`src/logic/odc_pkg.sv`:
```
package odc_pkg;

  // Register pages
  localparam logic [7:0] PAGE_0 = 8'h00;
  localparam logic [7:0] PAGE_1 = 8'h01;

  // Page 0 register offsets
  localparam logic [7:0] THERMAL_STATUS_OFS        = 8'h03;
  localparam logic [7:0] VOLUME_STEP_TIME_CTRL_OFS = 8'h3F;

  // Page 1 register offsets
  localparam logic [7:0] HEADPHONE_POWER_CTRL_OFS     = 8'h1F;
  localparam logic [7:0] SPEAKER_POWER_CTRL_OFS       = 8'h20;
  localparam logic [7:0] CONVERTER_OUTPUT_ROUTING_OFS = 8'h23;
  localparam logic [7:0] SPEAKER_LEFT_VOLUME_OFS      = 8'h26;
  localparam logic [7:0] SPEAKER_RIGHT_VOLUME_OFS     = 8'h27;
  localparam logic [7:0] HEADPHONE_LEFT_GAIN_OFS      = 8'h28;
  localparam logic [7:0] HEADPHONE_RIGHT_GAIN_OFS     = 8'h29;
  localparam logic [7:0] SPEAKER_GAIN_MUTE_OFS        = 8'h2A;
  localparam logic [7:0] HEADPHONE_DRIVE_CONFIG_OFS   = 8'h2C;

  // Field positions
  localparam int STEP_TIME_LSB   = 0;  // Soft-step field, 2 bits
  localparam int HP_LEFT_PWR_BIT = 7;
  localparam int HP_RIGHT_PWR_BIT = 6;
  localparam int HP_CM_LSB       = 3;  // Common-mode field, 2 bits
  localparam int HP_PROT_MODE_BIT = 1;
  localparam int SHORT_STATUS_BIT = 0;
  localparam int SPK_PWR_BIT     = 7;
  localparam int ROUTE_LEFT_BIT  = 6;
  localparam int ROUTE_RIGHT_BIT = 2;
  localparam int VOL_ROUTE_BIT   = 7;  // Volume stage output routing / enable
  localparam int HP_GAIN_LSB     = 3;  // Headphone gain, 4 bits
  localparam int UNMUTE_BIT      = 2;  // 1 = driver unmuted
  localparam int SPK_GAIN_LSB    = 3;  // Speaker gain, 2 bits
  localparam int LINEOUT_LSB     = 1;  // Lineout mode field, 2 bits
  localparam int OTP_STATUS_BIT  = 1;

  // Values
  localparam logic [7:0] REG_RESET      = 8'h00;
  localparam logic [1:0] LINEOUT_MODE   = 2'h3;
  localparam logic [6:0] VOL_CODE_MUTE  = 7'h7F;

  // Soft-step timing: one base step period, scaled by the step field
  localparam int CLK_PERIOD_NS   = 20;
  localparam int STEP_BASE_NS    = 20000;
  localparam int STEP_BASE_CYC   = (STEP_BASE_NS + CLK_PERIOD_NS - 1) / CLK_PERIOD_NS;
  localparam int STEP_CNT_W      = $clog2(STEP_BASE_CYC);

  // Soft-step channel state
  typedef struct packed {
    logic [6:0] cur;  // Code currently applied to the volume stage
  } odc_step_s;

  // Block state
  typedef struct packed {
    logic [7:0]            step_ctrl;
    logic [7:0]            hp_pwr;
    logic [7:0]            spk_pwr;
    logic [7:0]            routing;
    logic [7:0]            spk_vol_l;
    logic [7:0]            spk_vol_r;
    logic [7:0]            hp_gain_l;
    logic [7:0]            hp_gain_r;
    logic [7:0]            spk_gain;
    logic [7:0]            hp_cfg;
    logic [7:0]            rdata;
    logic [3:0]            sync1;   // First synchroniser stage
    logic [3:0]            sync2;   // Second synchroniser stage
    logic [STEP_CNT_W-1:0] base_cnt;
    logic [1:0]            sub_cnt;
  } odc_state_s;

endpackage : odc_pkg

```
`src/logic/odc_output_ctrl.sv`:
```
`timescale 1ns/100ps

module odc_output_ctrl (
  input  wire logic       clk_sys,
  input  wire logic       rst,
  // Register port
  input  wire logic [7:0] reg_page,          // Selected register page
  input  wire logic [7:0] reg_addr,          // Register offset within page
  input  wire logic       reg_wr,            // Write strobe
  input  wire logic       reg_rd,            // Read strobe
  input  wire logic [7:0] reg_wdata,         // Write data
  output logic      [7:0] reg_rdata,         // Read data, valid after reg_rd
  // Fault detectors
  input  wire logic       hp_left_short,     // Short on left headphone driver
  input  wire logic       hp_right_short,    // Short on right headphone driver
  input  wire logic       spk_overcurrent,   // Speaker overcurrent
  input  wire logic       over_temp,         // Die overtemperature
  // Routing
  output logic            route_left_dac,    // Left converter into left stage
  output logic            route_right_dac,   // Right converter into right stage
  output logic            spk_left_to_amp,   // Left stage into mono amplifier
  output logic            spk_right_route,   // Right stage output enable
  // Volume stages
  output logic      [6:0] spk_left_code,     // Applied left code
  output logic      [6:0] spk_right_code,    // Applied right code
  output logic      [9:0] spk_left_atten,    // Left attenuation, 0.1 dB units
  output logic      [9:0] spk_right_atten,   // Right attenuation, 0.1 dB units
  output logic            spk_left_vol_mute, // Left stage muted
  output logic            spk_right_vol_mute,// Right stage muted
  output logic            vol_step_busy,     // A ramp is still moving
  // Headphone drivers
  output logic            left_headphone_driver_pwr,
  output logic            right_headphone_driver_pwr,
  output logic      [1:0] hp_cm_sel,         // Common-mode level select
  output logic            hp_lineout_mode,   // Reduced-power lineout
  output logic      [3:0] hp_left_gain,
  output logic      [3:0] hp_right_gain,
  output logic            hp_left_unmute,
  output logic            hp_right_unmute,
  output logic            hp_left_ilimit,    // Left current limiting active
  output logic            hp_right_ilimit,   // Right current limiting active
  // Speaker driver
  output logic            spk_pwr,           // Mono speaker power
  output logic            spk_switch_en,     // Output stage may switch
  output logic      [1:0] spk_gain,
  output logic            spk_unmute
);

  // All state but the ramp codes is one packed struct: one comb process builds the next
  // copy, one clocked process stores it
  odc_pkg::odc_state_s s_q;  // Registered state
  odc_pkg::odc_state_s s_d;  // Next state

  // Decoded strobes, synchronised faults, step timing
  logic       wr_p0;         // Write to page 0
  logic       wr_p1;         // Write to page 1
  logic       hp_l_flt;      // Synchronised left headphone short
  logic       hp_r_flt;      // Synchronised right headphone short
  logic       spk_flt;       // Synchronised speaker overcurrent
  logic       otp_flt;       // Synchronised overtemperature
  logic       base_tick;     // End of one base step period
  logic       step_en;       // Volume ramp enable
  logic       busy_l;
  logic       busy_r;

  // Attenuation in tenths of a dB for a 7-bit volume code
  // Three linear half-dB runs, the later two with a small offset, then a table
  // for the steep top end; codes past the table share the floor
  function automatic logic [9:0] vol_atten(input logic [6:0] code);
    logic [9:0] c;
    c = {3'h0, code};
    if (code <= 7'd35) begin
      vol_atten = 10'(c * 10'd5);
    end else if (code <= 7'd69) begin
      vol_atten = 10'(c * 10'd5 + 10'd1);
    end else if (code <= 7'd83) begin
      vol_atten = 10'(c * 10'd5 + 10'd2);
    end else begin
      unique case (code)
        7'd84:   vol_atten = 10'd421;
        7'd85:   vol_atten = 10'd427;
        7'd86:   vol_atten = 10'd432;
        7'd87:   vol_atten = 10'd438;
        7'd88:   vol_atten = 10'd443;
        7'd89:   vol_atten = 10'd448;
        7'd90:   vol_atten = 10'd452;
        7'd91:   vol_atten = 10'd458;
        7'd92:   vol_atten = 10'd462;
        7'd93:   vol_atten = 10'd467;
        7'd94:   vol_atten = 10'd474;
        7'd95:   vol_atten = 10'd479;
        7'd96:   vol_atten = 10'd482;
        7'd97:   vol_atten = 10'd487;
        7'd98:   vol_atten = 10'd493;
        7'd99:   vol_atten = 10'd500;
        7'd100:  vol_atten = 10'd503;
        7'd101:  vol_atten = 10'd510;
        7'd102:  vol_atten = 10'd514;
        7'd103:  vol_atten = 10'd518;
        7'd104:  vol_atten = 10'd522;
        7'd105:  vol_atten = 10'd527;
        7'd106:  vol_atten = 10'd537;
        7'd107:  vol_atten = 10'd542;
        7'd108:  vol_atten = 10'd553;
        7'd109:  vol_atten = 10'd567;
        7'd110:  vol_atten = 10'd583;
        7'd111:  vol_atten = 10'd602;
        7'd112:  vol_atten = 10'd627;
        7'd113:  vol_atten = 10'd643;
        7'd114:  vol_atten = 10'd662;
        7'd115:  vol_atten = 10'd687;
        7'd116:  vol_atten = 10'd722;
        default: vol_atten = 10'd783;  // Codes 117 to 127 share the floor
      endcase
    end
  endfunction : vol_atten

  // Stage mute: routing bit clear and code at the all-ones value
  // Uses the written code, not the ramped one, so mute is immediate
  function automatic logic vol_muted(input logic [7:0] vreg);
    vol_muted = !vreg[odc_pkg::VOL_ROUTE_BIT] && (vreg[6:0] == odc_pkg::VOL_CODE_MUTE);
  endfunction : vol_muted

  // Pages above one are not decoded, so writes there are lost
  // Page-qualified write strobes
  assign wr_p0 = reg_wr && (reg_page == odc_pkg::PAGE_0);
  assign wr_p1 = reg_wr && (reg_page == odc_pkg::PAGE_1);

  // Only the second synchroniser stage is used by the logic
  // Reading the first stage could let a metastable level reach the
  // status bits and the power-bit clears in the same cycle
  assign hp_l_flt = s_q.sync2[0];
  assign hp_r_flt = s_q.sync2[1];
  assign spk_flt  = s_q.sync2[2];
  assign otp_flt  = s_q.sync2[3];

  // Step field: 0 = base period, 1 = twice, 2 = four times, 3 = every clock
  // The divider free-runs from reset, so the first slow step may land
  // anywhere within one step period (up to four base periods) of a write; a short lag traded
  // for not restarting the count on every volume write
  assign base_tick = (s_q.base_cnt == odc_pkg::STEP_CNT_W'(odc_pkg::STEP_BASE_CYC - 1));

  // Step enable shared by both ramps
  always_comb begin
    unique case (s_q.step_ctrl[odc_pkg::STEP_TIME_LSB +: 2])
      2'h0: step_en = base_tick;
      2'h1: step_en = base_tick && s_q.sub_cnt[0];
      2'h2: step_en = base_tick && (s_q.sub_cnt == 2'h3);
      2'h3: step_en = 1'b1;
    endcase
  end

  // Next-state logic: register writes, protection, synchronisers, divider
  always_comb begin
    s_d = s_q;
    // Two-stage synchronisers for the analog detectors
    // Detector levels are sampled every clock, with no edge detection
    s_d.sync1 = {over_temp, spk_overcurrent, hp_right_short, hp_left_short};
    s_d.sync2 = s_q.sync1;

    // Step-rate divider
    // sub_cnt counts base periods for the two slower settings
    if (base_tick) begin
      s_d.base_cnt = '0;
      s_d.sub_cnt  = s_q.sub_cnt + 2'h1;
    end else begin
      s_d.base_cnt = s_q.base_cnt + odc_pkg::STEP_CNT_W'(1);
    end

    // Page 0 writes
    // Only the step-time register is writable on this page
    if (wr_p0 && (reg_addr == odc_pkg::VOLUME_STEP_TIME_CTRL_OFS)) begin
      s_d.step_ctrl = reg_wdata;
    end

    // Page 1 writes; status bit zero of the power registers is read-only
    // Bit zero is stored as zero; the live status is merged on reads
    if (wr_p1) begin
      unique case (reg_addr)
        // Writing one to a power bit also re-arms a tripped stage
        odc_pkg::HEADPHONE_POWER_CTRL_OFS: begin
          s_d.hp_pwr = {reg_wdata[7:1], 1'b0};
        end
        odc_pkg::SPEAKER_POWER_CTRL_OFS: begin
          s_d.spk_pwr = {reg_wdata[7:1], 1'b0};
        end
        odc_pkg::CONVERTER_OUTPUT_ROUTING_OFS: s_d.routing   = reg_wdata;
        odc_pkg::SPEAKER_LEFT_VOLUME_OFS:      s_d.spk_vol_l = reg_wdata;
        odc_pkg::SPEAKER_RIGHT_VOLUME_OFS:     s_d.spk_vol_r = reg_wdata;
        odc_pkg::HEADPHONE_LEFT_GAIN_OFS:      s_d.hp_gain_l = reg_wdata;
        odc_pkg::HEADPHONE_RIGHT_GAIN_OFS:     s_d.hp_gain_r = reg_wdata;
        odc_pkg::SPEAKER_GAIN_MUTE_OFS:        s_d.spk_gain  = reg_wdata;
        odc_pkg::HEADPHONE_DRIVE_CONFIG_OFS:   s_d.hp_cfg    = reg_wdata;
        default: ;  // Unmapped offsets are ignored
      endcase
    end

    // Shutdown mode: a live fault clears the power bit, even over a write,
    // so re-enabling into a standing short shuts down again at once
    // No retry count is kept: limiting retries is up to software
    if (s_q.hp_pwr[odc_pkg::HP_PROT_MODE_BIT]) begin
      if (hp_l_flt) begin
        s_d.hp_pwr[odc_pkg::HP_LEFT_PWR_BIT] = 1'b0;
      end
      if (hp_r_flt) begin
        s_d.hp_pwr[odc_pkg::HP_RIGHT_PWR_BIT] = 1'b0;
      end
    end

    // Speaker has no current-limit option: overcurrent always shuts down
    // A retry while the fault stands is cleared again at once
    if (spk_flt) begin
      s_d.spk_pwr[odc_pkg::SPK_PWR_BIT] = 1'b0;
    end

    // Read data is captured on the read strobe; unmapped reads return zero
    // A read and a write in one cycle return the old contents
    if (reg_rd) begin
      s_d.rdata = 8'h00;
      if (reg_page == odc_pkg::PAGE_0) begin
        // Thermal register: only bit one is live, the rest read zero
        if (reg_addr == odc_pkg::THERMAL_STATUS_OFS) begin
          s_d.rdata[odc_pkg::OTP_STATUS_BIT] = otp_flt;
        end else if (reg_addr == odc_pkg::VOLUME_STEP_TIME_CTRL_OFS) begin
          s_d.rdata = s_q.step_ctrl;
        end
      end else if (reg_page == odc_pkg::PAGE_1) begin
        unique case (reg_addr)
          odc_pkg::HEADPHONE_POWER_CTRL_OFS: begin
            // A short on either side shows in the one status bit
            s_d.rdata = {s_q.hp_pwr[7:1], hp_l_flt | hp_r_flt};
          end
          odc_pkg::SPEAKER_POWER_CTRL_OFS: begin
            s_d.rdata = {s_q.spk_pwr[7:1], spk_flt};
          end
          odc_pkg::CONVERTER_OUTPUT_ROUTING_OFS: s_d.rdata = s_q.routing;
          odc_pkg::SPEAKER_LEFT_VOLUME_OFS:      s_d.rdata = s_q.spk_vol_l;
          odc_pkg::SPEAKER_RIGHT_VOLUME_OFS:     s_d.rdata = s_q.spk_vol_r;
          odc_pkg::HEADPHONE_LEFT_GAIN_OFS:      s_d.rdata = s_q.hp_gain_l;
          odc_pkg::HEADPHONE_RIGHT_GAIN_OFS:     s_d.rdata = s_q.hp_gain_r;
          odc_pkg::SPEAKER_GAIN_MUTE_OFS:        s_d.rdata = s_q.spk_gain;
          odc_pkg::HEADPHONE_DRIVE_CONFIG_OFS:   s_d.rdata = s_q.hp_cfg;
          default:                               s_d.rdata = 8'h00;
        endcase
      end
    end
  end

  // State register; master reset clears every register
  // Asynchronous clear keeps the drivers off from the first instant
  always_ff @(posedge clk_sys or posedge rst) begin
    if (rst) begin
      s_q <= '0;
    end else begin
      s_q <= s_d;
    end
  end

  // Speaker-path volume ramps, one per channel
  // Both share one step enable, so they move in lockstep
  odc_soft_step u_step_left (
    .clk_sys  (clk_sys),
    .rst      (rst),
    .step_en  (step_en),
    .target   (s_q.spk_vol_l[6:0]),
    .cur_code (spk_left_code),
    .busy     (busy_l)
  );

  odc_soft_step u_step_right (
    .clk_sys  (clk_sys),
    .rst      (rst),
    .step_en  (step_en),
    .target   (s_q.spk_vol_r[6:0]),
    .cur_code (spk_right_code),
    .busy     (busy_r)
  );

  // Software may poll this to learn that a change has settled
  assign vol_step_busy = busy_l | busy_r;

  // Attenuation follows the applied, stepped code
  // Combinational from registered codes, settled within the cycle
  assign spk_left_atten     = vol_atten(spk_left_code);
  assign spk_right_atten    = vol_atten(spk_right_code);
  assign spk_left_vol_mute  = vol_muted(s_q.spk_vol_l);
  assign spk_right_vol_mute = vol_muted(s_q.spk_vol_r);

  // Routing
  assign route_left_dac  = s_q.routing[odc_pkg::ROUTE_LEFT_BIT];
  assign route_right_dac = s_q.routing[odc_pkg::ROUTE_RIGHT_BIT];
  assign spk_left_to_amp = s_q.spk_vol_l[odc_pkg::VOL_ROUTE_BIT];
  assign spk_right_route = s_q.spk_vol_r[odc_pkg::VOL_ROUTE_BIT];

  // Headphone drivers
  assign left_headphone_driver_pwr  = s_q.hp_pwr[odc_pkg::HP_LEFT_PWR_BIT];
  assign right_headphone_driver_pwr = s_q.hp_pwr[odc_pkg::HP_RIGHT_PWR_BIT];
  assign hp_cm_sel       = s_q.hp_pwr[odc_pkg::HP_CM_LSB +: 2];
  assign hp_lineout_mode = (s_q.hp_cfg[odc_pkg::LINEOUT_LSB +: 2] == odc_pkg::LINEOUT_MODE);
  assign hp_left_gain    = s_q.hp_gain_l[odc_pkg::HP_GAIN_LSB +: 4];
  assign hp_right_gain   = s_q.hp_gain_r[odc_pkg::HP_GAIN_LSB +: 4];
  assign hp_left_unmute  = s_q.hp_gain_l[odc_pkg::UNMUTE_BIT];
  assign hp_right_unmute = s_q.hp_gain_r[odc_pkg::UNMUTE_BIT];

  // Current limiting acts only in limit mode, while the short stands
  // The power bit stays set; the analog stage clamps the current
  assign hp_left_ilimit  = !s_q.hp_pwr[odc_pkg::HP_PROT_MODE_BIT] && hp_l_flt;
  assign hp_right_ilimit = !s_q.hp_pwr[odc_pkg::HP_PROT_MODE_BIT] && hp_r_flt;

  // Speaker driver; overtemperature only pauses switching, power bit kept
  // Switching resumes by itself once the synchronised flag drops
  assign spk_pwr       = s_q.spk_pwr[odc_pkg::SPK_PWR_BIT];
  assign spk_switch_en = spk_pwr && !otp_flt;
  assign spk_gain      = s_q.spk_gain[odc_pkg::SPK_GAIN_LSB +: 2];
  assign spk_unmute    = s_q.spk_gain[odc_pkg::UNMUTE_BIT];

  // Read data holds until the next read strobe
  assign reg_rdata = s_q.rdata;

endmodule : odc_output_ctrl

```
`src/logic/odc_soft_step.sv`:
```
`timescale 1ns/100ps

// One analog volume stage ramp: walks the applied code toward the target
module odc_soft_step (
  input  wire logic       clk_sys,
  input  wire logic       rst,
  input  wire logic       step_en,   // One-cycle step enable
  input  wire logic [6:0] target,    // Code written by software
  output logic      [6:0] cur_code,  // Code applied to the stage
  output logic            busy       // Ramp still moving
);

  odc_pkg::odc_step_s s_q;  // Registered state
  odc_pkg::odc_step_s s_d;  // Next state

  // Move one code per enable; never jumps, so no zipper noise on big changes
  always_comb begin
    s_d = s_q;
    if (step_en) begin
      if (s_q.cur < target) begin
        s_d.cur = s_q.cur + 7'h01;
      end else if (s_q.cur > target) begin
        s_d.cur = s_q.cur - 7'h01;
      end
    end
  end

  // State register; comes out of reset at full level, code zero
  always_ff @(posedge clk_sys or posedge rst) begin
    if (rst) begin
      s_q <= '0;
    end else begin
      s_q <= s_d;
    end
  end

  assign cur_code = s_q.cur;
  assign busy     = (s_q.cur != target);

endmodule : odc_soft_step

```
`config.mk`:
```
export PLATFORM = sky130hd
export DESIGN_NAME = odc_output_ctrl
export DESIGN_NICKNAME = d
export VERILOG_FILES = /design/src/logic/odc_pkg.sv /design/src/logic/odc_output_ctrl.sv /design/src/logic/odc_soft_step.sv
export SDC_FILE = /design/constraint.sdc
export NUM_CORES = 1
export LEC_CHECK = 0
export BUFFER_PORTS_ARGS = -buffer_cell sky130_fd_sc_hd__buf_2
export CORE_ASPECT_RATIO = 1.4
export CORE_MARGIN = 2
export CORE_UTILIZATION = 60
export CTS_CLUSTER_SIZE = 16
export DETAILED_ROUTE_END_ITERATION = 6
export PLACE_DENSITY = 0.81
export SLEW_MARGIN = 30
export SYNTH_ARGS = -nofsm -noshare
export SYNTH_HDL_FRONTEND = slang
export SYNTH_SLANG_ARGS = --single-unit
```
`constraint.sdc`:
```
create_clock -name clk_sys -period 8.65 [get_ports clk_sys]
set_clock_uncertainty 0.05 [all_clocks]
set_input_delay 2.595 -clock clk_sys [delete_from_list [all_inputs] [get_ports clk_sys]]
set_output_delay 2.595 -clock clk_sys [all_outputs]
set_load 0.02 [all_outputs]
```
==> impl_results.rst, run 1 <==
.. list-table::
   :header-rows: 1

   * - Metric
     - Value
   * - Total nets after synthesis
     - 1137
   * - Complex-gate fraction of the synthesized area
     - 0.203
   * - Peak fanout along the critical path
     - 17
   * - Critical register-to-register path startpoint
     - u_step_right.cur_code[0]
   * - Max incr delay on CP
     - 0.76 ns
   * - Warning count from the yosys run
     - 0
   * - Critical path's slowest cell
     - dfrtp_1
   * - Initial antenna violation count
     - 0
   * - Via count of the first global-routing pass
     - 8094
   * - Worst min-delay path class
     - flop to flop
   * - Via-per-instance ratio
     - 6.39
   * - Post-synthesis sequential element count
     - 120
   * - Cell family contributing the most delay on the critical path
     - compound AO/OA/AOI/OAI gates
   * - Routed WL per cell
     - 19.4 um
   * - Headroom to the max-slew limit
     - 0.362
   * - Largest net degree at the start of global routing
     - 75
   * - Skew-Pair Late Insertion Delay
     - 0.42 ns
   * - Fraction of layout instances using a drive strength above 1
     - 0.215
   * - Most used flip-flop cell after synthesis
     - dfrtp_1
   * - Layer with the highest usage
     - met2
   * - Total wirelength of the detailed-routed design
     - 25100 um
   * - Global-route congestion overflow total
     - 0
   * - First drt pass iteration count
     - 5
   * - Detailed router's first-iteration violation count
     - 559
   * - Required time of the critical path
     - 6.01 ns
   * - Least-Margin Pin Slew
     - 0.955 ns
   * - Clock-pin slew on the worst setup and hold paths
     - 0.05 ns
   * - Critical path class
     - flop to output pin
   * - Count of instances resized after the clock tree is built
     - 0
   * - Total via count after detailed routing
     - 8256
   * - Cell Pwr Density
     - 120 mW/mm^2
   * - XOR/XNOR Fraction of Synth Area
     - 0.0278
   * - Top cell type's share of synthesized area
     - 0.318
   * - Kind of launch point of the worst setup path
     - flop
   * - GR met1 Demand/Resource
     - 0.388
   * - # hold bufs at CTS
     - 0
   * - Initial Util
     - 0.610
   * - Largest family of logic cells by synthesized area
     - compound AO/OA/AOI/OAI gates
   * - Critical Path Source
     - u_step_right.cur_code[0]
   * - Largest area contributor in the synthesized netlist
     - dfrtp_1
   * - Num ports
     - 103
   * - Remaining antenna violation count after routing
     - 0
   * - Site row count
     - 54
   * - Fmax achieved
     - 152 MHz
   * - Area of the mapped netlist
     - 0.00944 mm^2
   * - TritonCTS Buffers
     - 17
   * - Fraction of met3 tracks used by global routing
     - 0.0449
   * - Standard cell area after detailed placement
     - 0.00991 mm^2
   * - Die height
     - 152 um
   * - Unrepaired setup endpoints after global routing
     - no
   * - Routability cong.
     - 1.00
   * - Port buffer count
     - 102
   * - Kind of capture point of the worst setup path
     - output pin
   * - Number of post-CTS setup repair buffers
     - 0
   * - Final Max Tran Viols
     - 0
   * - Worst min-delay path startpoint
     - s_d[13]
   * - Core Area
     - 0.0155 mm^2
   * - Total routing usage reported by global routing
     - 0.311
   * - Total number of clock tree sinks
     - 120
   * - Switching power summed over all nets
     - 294 uW
   * - Sequential group share of total power
     - 0.456
   * - Post-Layout Cell Count
     - 1292
   * - Worst hold slack
     - 0.296 ns
   * - Fraction of the core area covered by cells at the end of the flow
     - 0.674
   * - Final design area excluding fillers
     - 0.0104 mm^2
   * - Final worst path period need
     - 6.60 ns
   * - CTS tree
     - built
   * - Top cells by count, synth
     - dfrtp_1, ha_1, a21oi_1
   * - Number of placed instances with taps included
     - 1260
   * - Cell seen most often among critical-path stages
     - ha_1
   * - Layout Nets
     - 1193
   * - Adder-cell area share of the yosys netlist
     - 0.107
   * - Global-route wire length before repair
     - 41300 um
   * - Critical Path AT
     - 3.95 ns
   * - Result of the run
     - complete, no violations
   * - Mapped Cells
     - 1027
   * - Die Footprint
     - 0.0168 mm^2
   * - Sequential cell area fraction in the yosys report
     - 0.318
   * - Share of power burned in the clock network
     - 0.491
   * - Basic-gate share of the synthesized area counting and, or, nand and nor cells
     - 0.163
   * - Grt met2 use
     - 0.510
   * - Clk Tree Root Cell
     - clkbuf_16
   * - Post-route clock period utilization
     - 0.763
   * - # Max-Cap Violations
     - 0
   * - Number of unique standard cell types used by synthesis
     - 80
   * - Hold Fails Final Rpt
     - 0
   * - Internal power
     - 953 uW
   * - Total Negative Setup Slacks
     - 0 ns
   * - Proportion of total power due to net switching
     - 0.236
   * - Synth-to-Final Area Change
     - 10.4%
   * - H-tree depth
     - 4
   * - Setup violation total in the final timing report
     - 0
   * - Leakage
     - 0.00491 uW
   * - Combinational Power Share
     - 0.052
   * - Mux cell area share after synthesis
     - 0.123
   * - Average instance area after synthesis
     - 9.20 um^2
   * - Maximum ir drop on the vdd rail
     - 0.142 mV
   * - DRC violation count after routing
     - 0
   * - Diodes inserted
     - 0
   * - Dominant cell by count in the synthesized netlist
     - dfrtp_1
   * - Share of synthesized registers carrying an async set or reset
     - 1.00
   * - Critical-path cell list
     - ha_1 > ha_1 > inv_1 > fa_1 > xor2_1 > a311oi_2 > nand4_1 > or2_0 > a221o_1 > a221oi_1 > buf_2
   * - Buffer depth of the longest clock path
     - 2
   * - Half-perimeter wire length after placement
     - 17800 um
   * - Count of flip-flops with a built-in enable after synthesis
     - 0
   * - Largest cells by area after synthesis
     - dfrtp_1, ha_1, mux2_2, a21oi_1, o21ai_0
   * - Die X-Extent
     - 110 um
   * - Number of buffers and inverters on the critical path
     - 2
==> final timing paths <==
path                                            end  slack [ns]  cells past startpoint
max                              spk_right_atten[7]        2.05                     11
min                                        hp_r_flt        0.30                      0
max reg2reg                u_step_right.cur_code[6]        4.91                     13
min reg2reg                                hp_r_flt        0.30                      0
max in group asynchronous  u_step_right.cur_code[6]        5.28                      3
min in group asynchronous                  hp_r_flt        2.19                      2
==> area by class of cell <==
type	instances	area, um^2
sequential	120	3000
inverter	48	183
clock inverter	9	52.6
tap	196	245
multi-input combinational	783	5890
fill	1241	5040
clock buffer	23	458
timing repair buffer	113	597
==> cell families (layout without fill, tap and decap cells) <==
group	Yosys count	after routing
AO/OA/AOI/OAI	289	289
multiplexers	102	102
AND/OR/NAND/NOR	284	284
adder cells (fa/ha/maj)	78	78
buffers and inverters	124	193
XOR/XNOR	30	30
flip-flops	120	120
==> cells in the final DEF (no fill, tap or decap), types with 10 or more instances in the layout <==
cell,count
xnor2_1,17
inv_1,46
ha_1,74
buf_2,102
a32oi_1,13
nand2b_1,12
nor3_1,25
nand4_1,10
o21ai_0,67
mux2i_1,26
xor2_1,13
nand3_1,17
nor2_1,67
buf_4,10
mux2_2,67
dfrtp_1,120
a211oi_1,11
nand2_1,62
a21oi_1,70
o221ai_1,10
clkbuf_16,17
nor2b_1,31
o211ai_1,12
==> routing by layer <==
layer,up-vias,wire length (um)
li1,3886,-
met1,3947,9790
met2,334,12600
met3,89,1450
met4,0,1220
met5,-,0
==> registers in the layout, summed over array words and instances (netlist names) <==
signal	count
spk_right_route	1
hp_right_unmute	1
left_headphone_driver_pwr	1
hp_left_unmute	1
spk_left_to_amp	1
hp_left_gain	4
u_step_left.cur_code	7
hp_r_flt	1
u_step_right.cur_code	7
reg_rdata	8
right_headphone_driver_pwr	1
spk_unmute	1
hp_right_gain	4
spk_pwr	1
route_left_dac	1
hp_l_flt	1
s_d	4
s_q	69
spk_gain	2
hp_cm_sel	2
route_right_dac	1
otp_flt	1
==> power by group through the flow <==
stage                     combinational [uW]  sequential, uW  clock, uW
final                                   65.3             569        613
after detailed placement                64.2             579          0
after floorplan                         43.1             578          0
after CTS                               64.7             569        617
after global routing                    71.3             569        642
after global placement                  63.5             578          0
==> metrics by stage <==
step | total power, uW | setup slack (ns)
after global placement | 642 | 2.64
after detailed placement | 643 | 2.50
after floorplan | 621 | 2.58
after global routing | 1280 | 1.76
after CTS | 1250 | 2.06
final | 1250 | 2.05
(Power assumes the default switching activity.)
==> run 2: changes to the inputs <==
- clock period: 8.65 -> 6.88 ns (I/O delays scaled with it)
==> run 2 against run 1 <==
Die area unchanged. Flip-flop and latch count unchanged. Power increased by 43%. First-iteration DRC count shrank 15%. Setup slack got worse by 1.1 ns. Final area up 1.6%. Register-to-register slack lost 1.7 ns. Worst hold slack gained 0.0043 ns. Critical endpoint unchanged. Via count increased by 1.4%.
==> impl_results.rst, run 2 (same netlist as run 1, synthesis figures left out) <==
.. list-table::
   :header-rows: 1

   * - Metric
     - Value
   * - Result of the run
     - complete, no violations
   * - Fmax achieved
     - 168 MHz
   * - Total number of clock tree sinks
     - 120 (unchanged)
   * - Skew-Pair Late Insertion Delay
     - 0.42 ns (about the same)
   * - Met3 routed WL
     - 1410 um (-3.0%)
   * - Half-perimeter wire length after placement
     - 18100 um (+1.8%)
   * - Num ports
     - 103 (unchanged)
   * - Port buffer count
     - 102 (unchanged)
   * - H-tree depth
     - 4 (unchanged)
   * - Most used cells in the layout excluding fill and tap cells
     - dfrtp_1, buf_2, ha_1
   * - Remaining antenna violation count after routing
     - 0 (unchanged)
   * - Reg with most FFs
     - s_q
   * - # hold bufs at CTS
     - 0 (unchanged)
   * - Kind of capture point of the worst setup path
     - output pin
   * - Setup violation total in the final timing report
     - 0 (unchanged)
   * - Total design power
     - 1790 uW (+43%)
   * - Worst setup slack before clock tree synthesis
     - 1.40 ns (-1.11 ns)
   * - Total routing usage reported by global routing
     - 0.316 (+0.00488)
   * - Number of post-CTS setup repair buffers
     - 0 (unchanged)
   * - Unrepaired setup endpoints after global routing
     - no
   * - Met2 WL post-DR
     - 12900 um (+2.0%)
   * - TritonCTS Buffers
     - 17 (unchanged)
   * - Buffer depth of the longest clock path
     - 2 (unchanged)
   * - Total Negative Setup Slacks
     - 0 ns (unchanged)
   * - Worst min-delay path class
     - flop to flop
   * - Global-route wire length before repair
     - 42100 um (+2.0%)
   * - Largest net degree at the start of global routing
     - 59 (-21%)
   * - Kind of launch point of the worst setup path
     - flop
   * - Least-Margin Pin Slew
     - 0.816 ns (-0.139 ns)
   * - Max incr delay on CP
     - 0.80 ns (+0.04 ns)
   * - Required time of the critical path
     - 4.77 ns (-1.24 ns)
   * - Leakage
     - 0.00499 uW (+1.6%)
   * - # Max-Cap Violations
     - 0 (unchanged)
   * - Critical Path AT
     - 3.84 ns (-0.11 ns)
   * - Cell Pwr Density
     - 169 mW/mm^2 (+41%)
   * - Number of placed instances with taps included
     - 1263 (+0.24%)
   * - Synth-to-Final Area Change
     - 12.2%
   * - Die Footprint
     - 0.0168 mm^2 (unchanged)
   * - Global-route congestion overflow total
     - 0 (unchanged)
   * - Critical path's slowest cell
     - dfrtp_1
   * - DRC violation count after routing
     - 0 (unchanged)
   * - Fraction of layout instances using a drive strength above 1
     - 0.222 (+0.00669)
   * - Final Max Tran Viols
     - 0 (unchanged)
   * - Detailed router's first-iteration violation count
     - 477 (-15%)
   * - Clock-pin slew on the worst setup and hold paths
     - 0.06 ns (about the same)
   * - Hold Fails Final Rpt
     - 0 (unchanged)
   * - Count of instances resized after the clock tree is built
     - 0 (unchanged)
   * - Clk Tree Root Cell
     - clkbuf_16
   * - Layout Nets
     - 1196 (+0.25%)
   * - Total wirelength of the detailed-routed design
     - 25500 um (+1.9%)
   * - Maximum ir drop on the vdd rail
     - 0.175 mV (+23%)
   * - Post-Layout Cell Count
     - 1295 (+0.23%)
   * - Max reg flops
     - 69 (unchanged)
   * - Initial Util
     - 0.610 (unchanged)
   * - CTS tree
     - built
   * - Routed metal-1 wirelength
     - 10100 um (+3.4%)
   * - Setup slack after layout
     - 0.928 ns (-1.13 ns)
   * - Via count of the first global-routing pass
     - 8445 (+4.3%)
   * - Post-route clock period utilization
     - 0.865
   * - Core Area
     - 0.0155 mm^2 (unchanged)
   * - Initial antenna violation count
     - 0 (unchanged)
   * - Highest metal layer used by the detailed router
     - met4
   * - Fraction of the core area covered by cells at the end of the flow
     - 0.685 (+0.0109)
   * - Final worst path period need
     - 5.95 ns
   * - Worst min-delay path startpoint
     - s_d[15]
   * - Diodes inserted
     - 0 (unchanged)
   * - Peak fanout along the critical path
     - 22 (+5)
   * - Die X-Extent
     - 110 um (unchanged)
   * - Via-per-instance ratio
     - 6.46 (+1.1%)
   * - First drt pass iteration count
     - 5 (unchanged)
   * - Critical Path Source
     - u_step_right.cur_code[5]
   * - Critical-path cell list
     - ha_1 > ha_1 > or2_1 > a311oi_2 > nand4_1 > or2_0 > a221o_1 > a221oi_1 > buf_2
   * - Critical path class
     - flop to output pin
   * - Headroom to the max-slew limit
     - 0.452 (+0.0898)
   * - Cell seen most often among critical-path stages
     - ha_1
   * - Critical register-to-register path startpoint
     - u_step_left.cur_code[6]
   * - Total via count after detailed routing
     - 8369 (+1.4%)
   * - Routability cong.
     - 1.00 (about the same)
   * - Die height
     - 152 um (unchanged)
   * - Routed WL per cell
     - 19.7 um (+1.7%)
   * - Site row count
     - 54 (unchanged)
   * - Most common library cell in the layout ignoring fill and taps
     - dfrtp_1
run 2: changes by cell type in the layout (fill, tap and decap cells not counted), sizes merged:
cell / previous run / this run
buf: 113 / 116
bufinv: 0 / 5
clkbuf: 23 / 18
clkinv: 7 / 6
inv: 47 / 48
run 2: final cells by class:
cell class / count / area [um^2]
Sequential cell: 120 / 3000
Inverter: 48 / 183
Multi-Input combinational cell: 783 / 5890
Clock buffer: 18 / 439
Fill cell: 1207 / 4870
Tap cell: 196 / 245
Timing Repair Buffer: 116 / 616
Clock inverter: 14 / 221
run 2: critical path, delay by kind of cell (launching register included):
kind | cells | cell delay, ns
AND/OR/NAND/NOR | 3 | 0.74
buffers and inverters | 1 | 0.22
flip-flops | 1 | 0.80
AO/OA/AOI/OAI | 3 | 0.94
adder cells (fa/ha/maj) | 2 | 0.71
run 2: routing by layer:
| layer | vias up | global-route usage |
|---|---|---|
| met4 | 0 | 0.162 |
| li1 | 3883 | - |
| met3 | 85 | 0.0629 |
| met5 | - | 0 |
| met1 | 4048 | 0.385 |
| met2 | 353 | 0.520 |
run 2: final timing paths:
kind | end | slack (ns) | cells past startpoint
worst max register to register | u_step_left.cur_code[6] | 3.19 | 11
max in group asynchronous | hp_left_gain[1] | 4.11 | 3
worst max-delay path | spk_right_atten[7] | 0.93 | 9
worst min-delay path | otp_flt | 0.30 | 0
worst min register to register | otp_flt | 0.30 | 0
min in group asynchronous | s_q[8] | 1.71 | 2
run 2: report_power, final:
group          internal, uW  switching (uW)
sequential              712            2.82
clock                   654             335
combinational          22.2            59.8
run 2: through the flow:
| stage | cell area (um^2) | hold WS, ns |
|---|---|---|
| after floorplan | 9440 | 0.281 |
| final | 10600 | 0.301 |
| after global placement | 9930 | 0.283 |
| after detailed placement | 9940 | 0.289 |
| after global routing | 10600 | 0.309 |
| after CTS | 10600 | 0.302 |
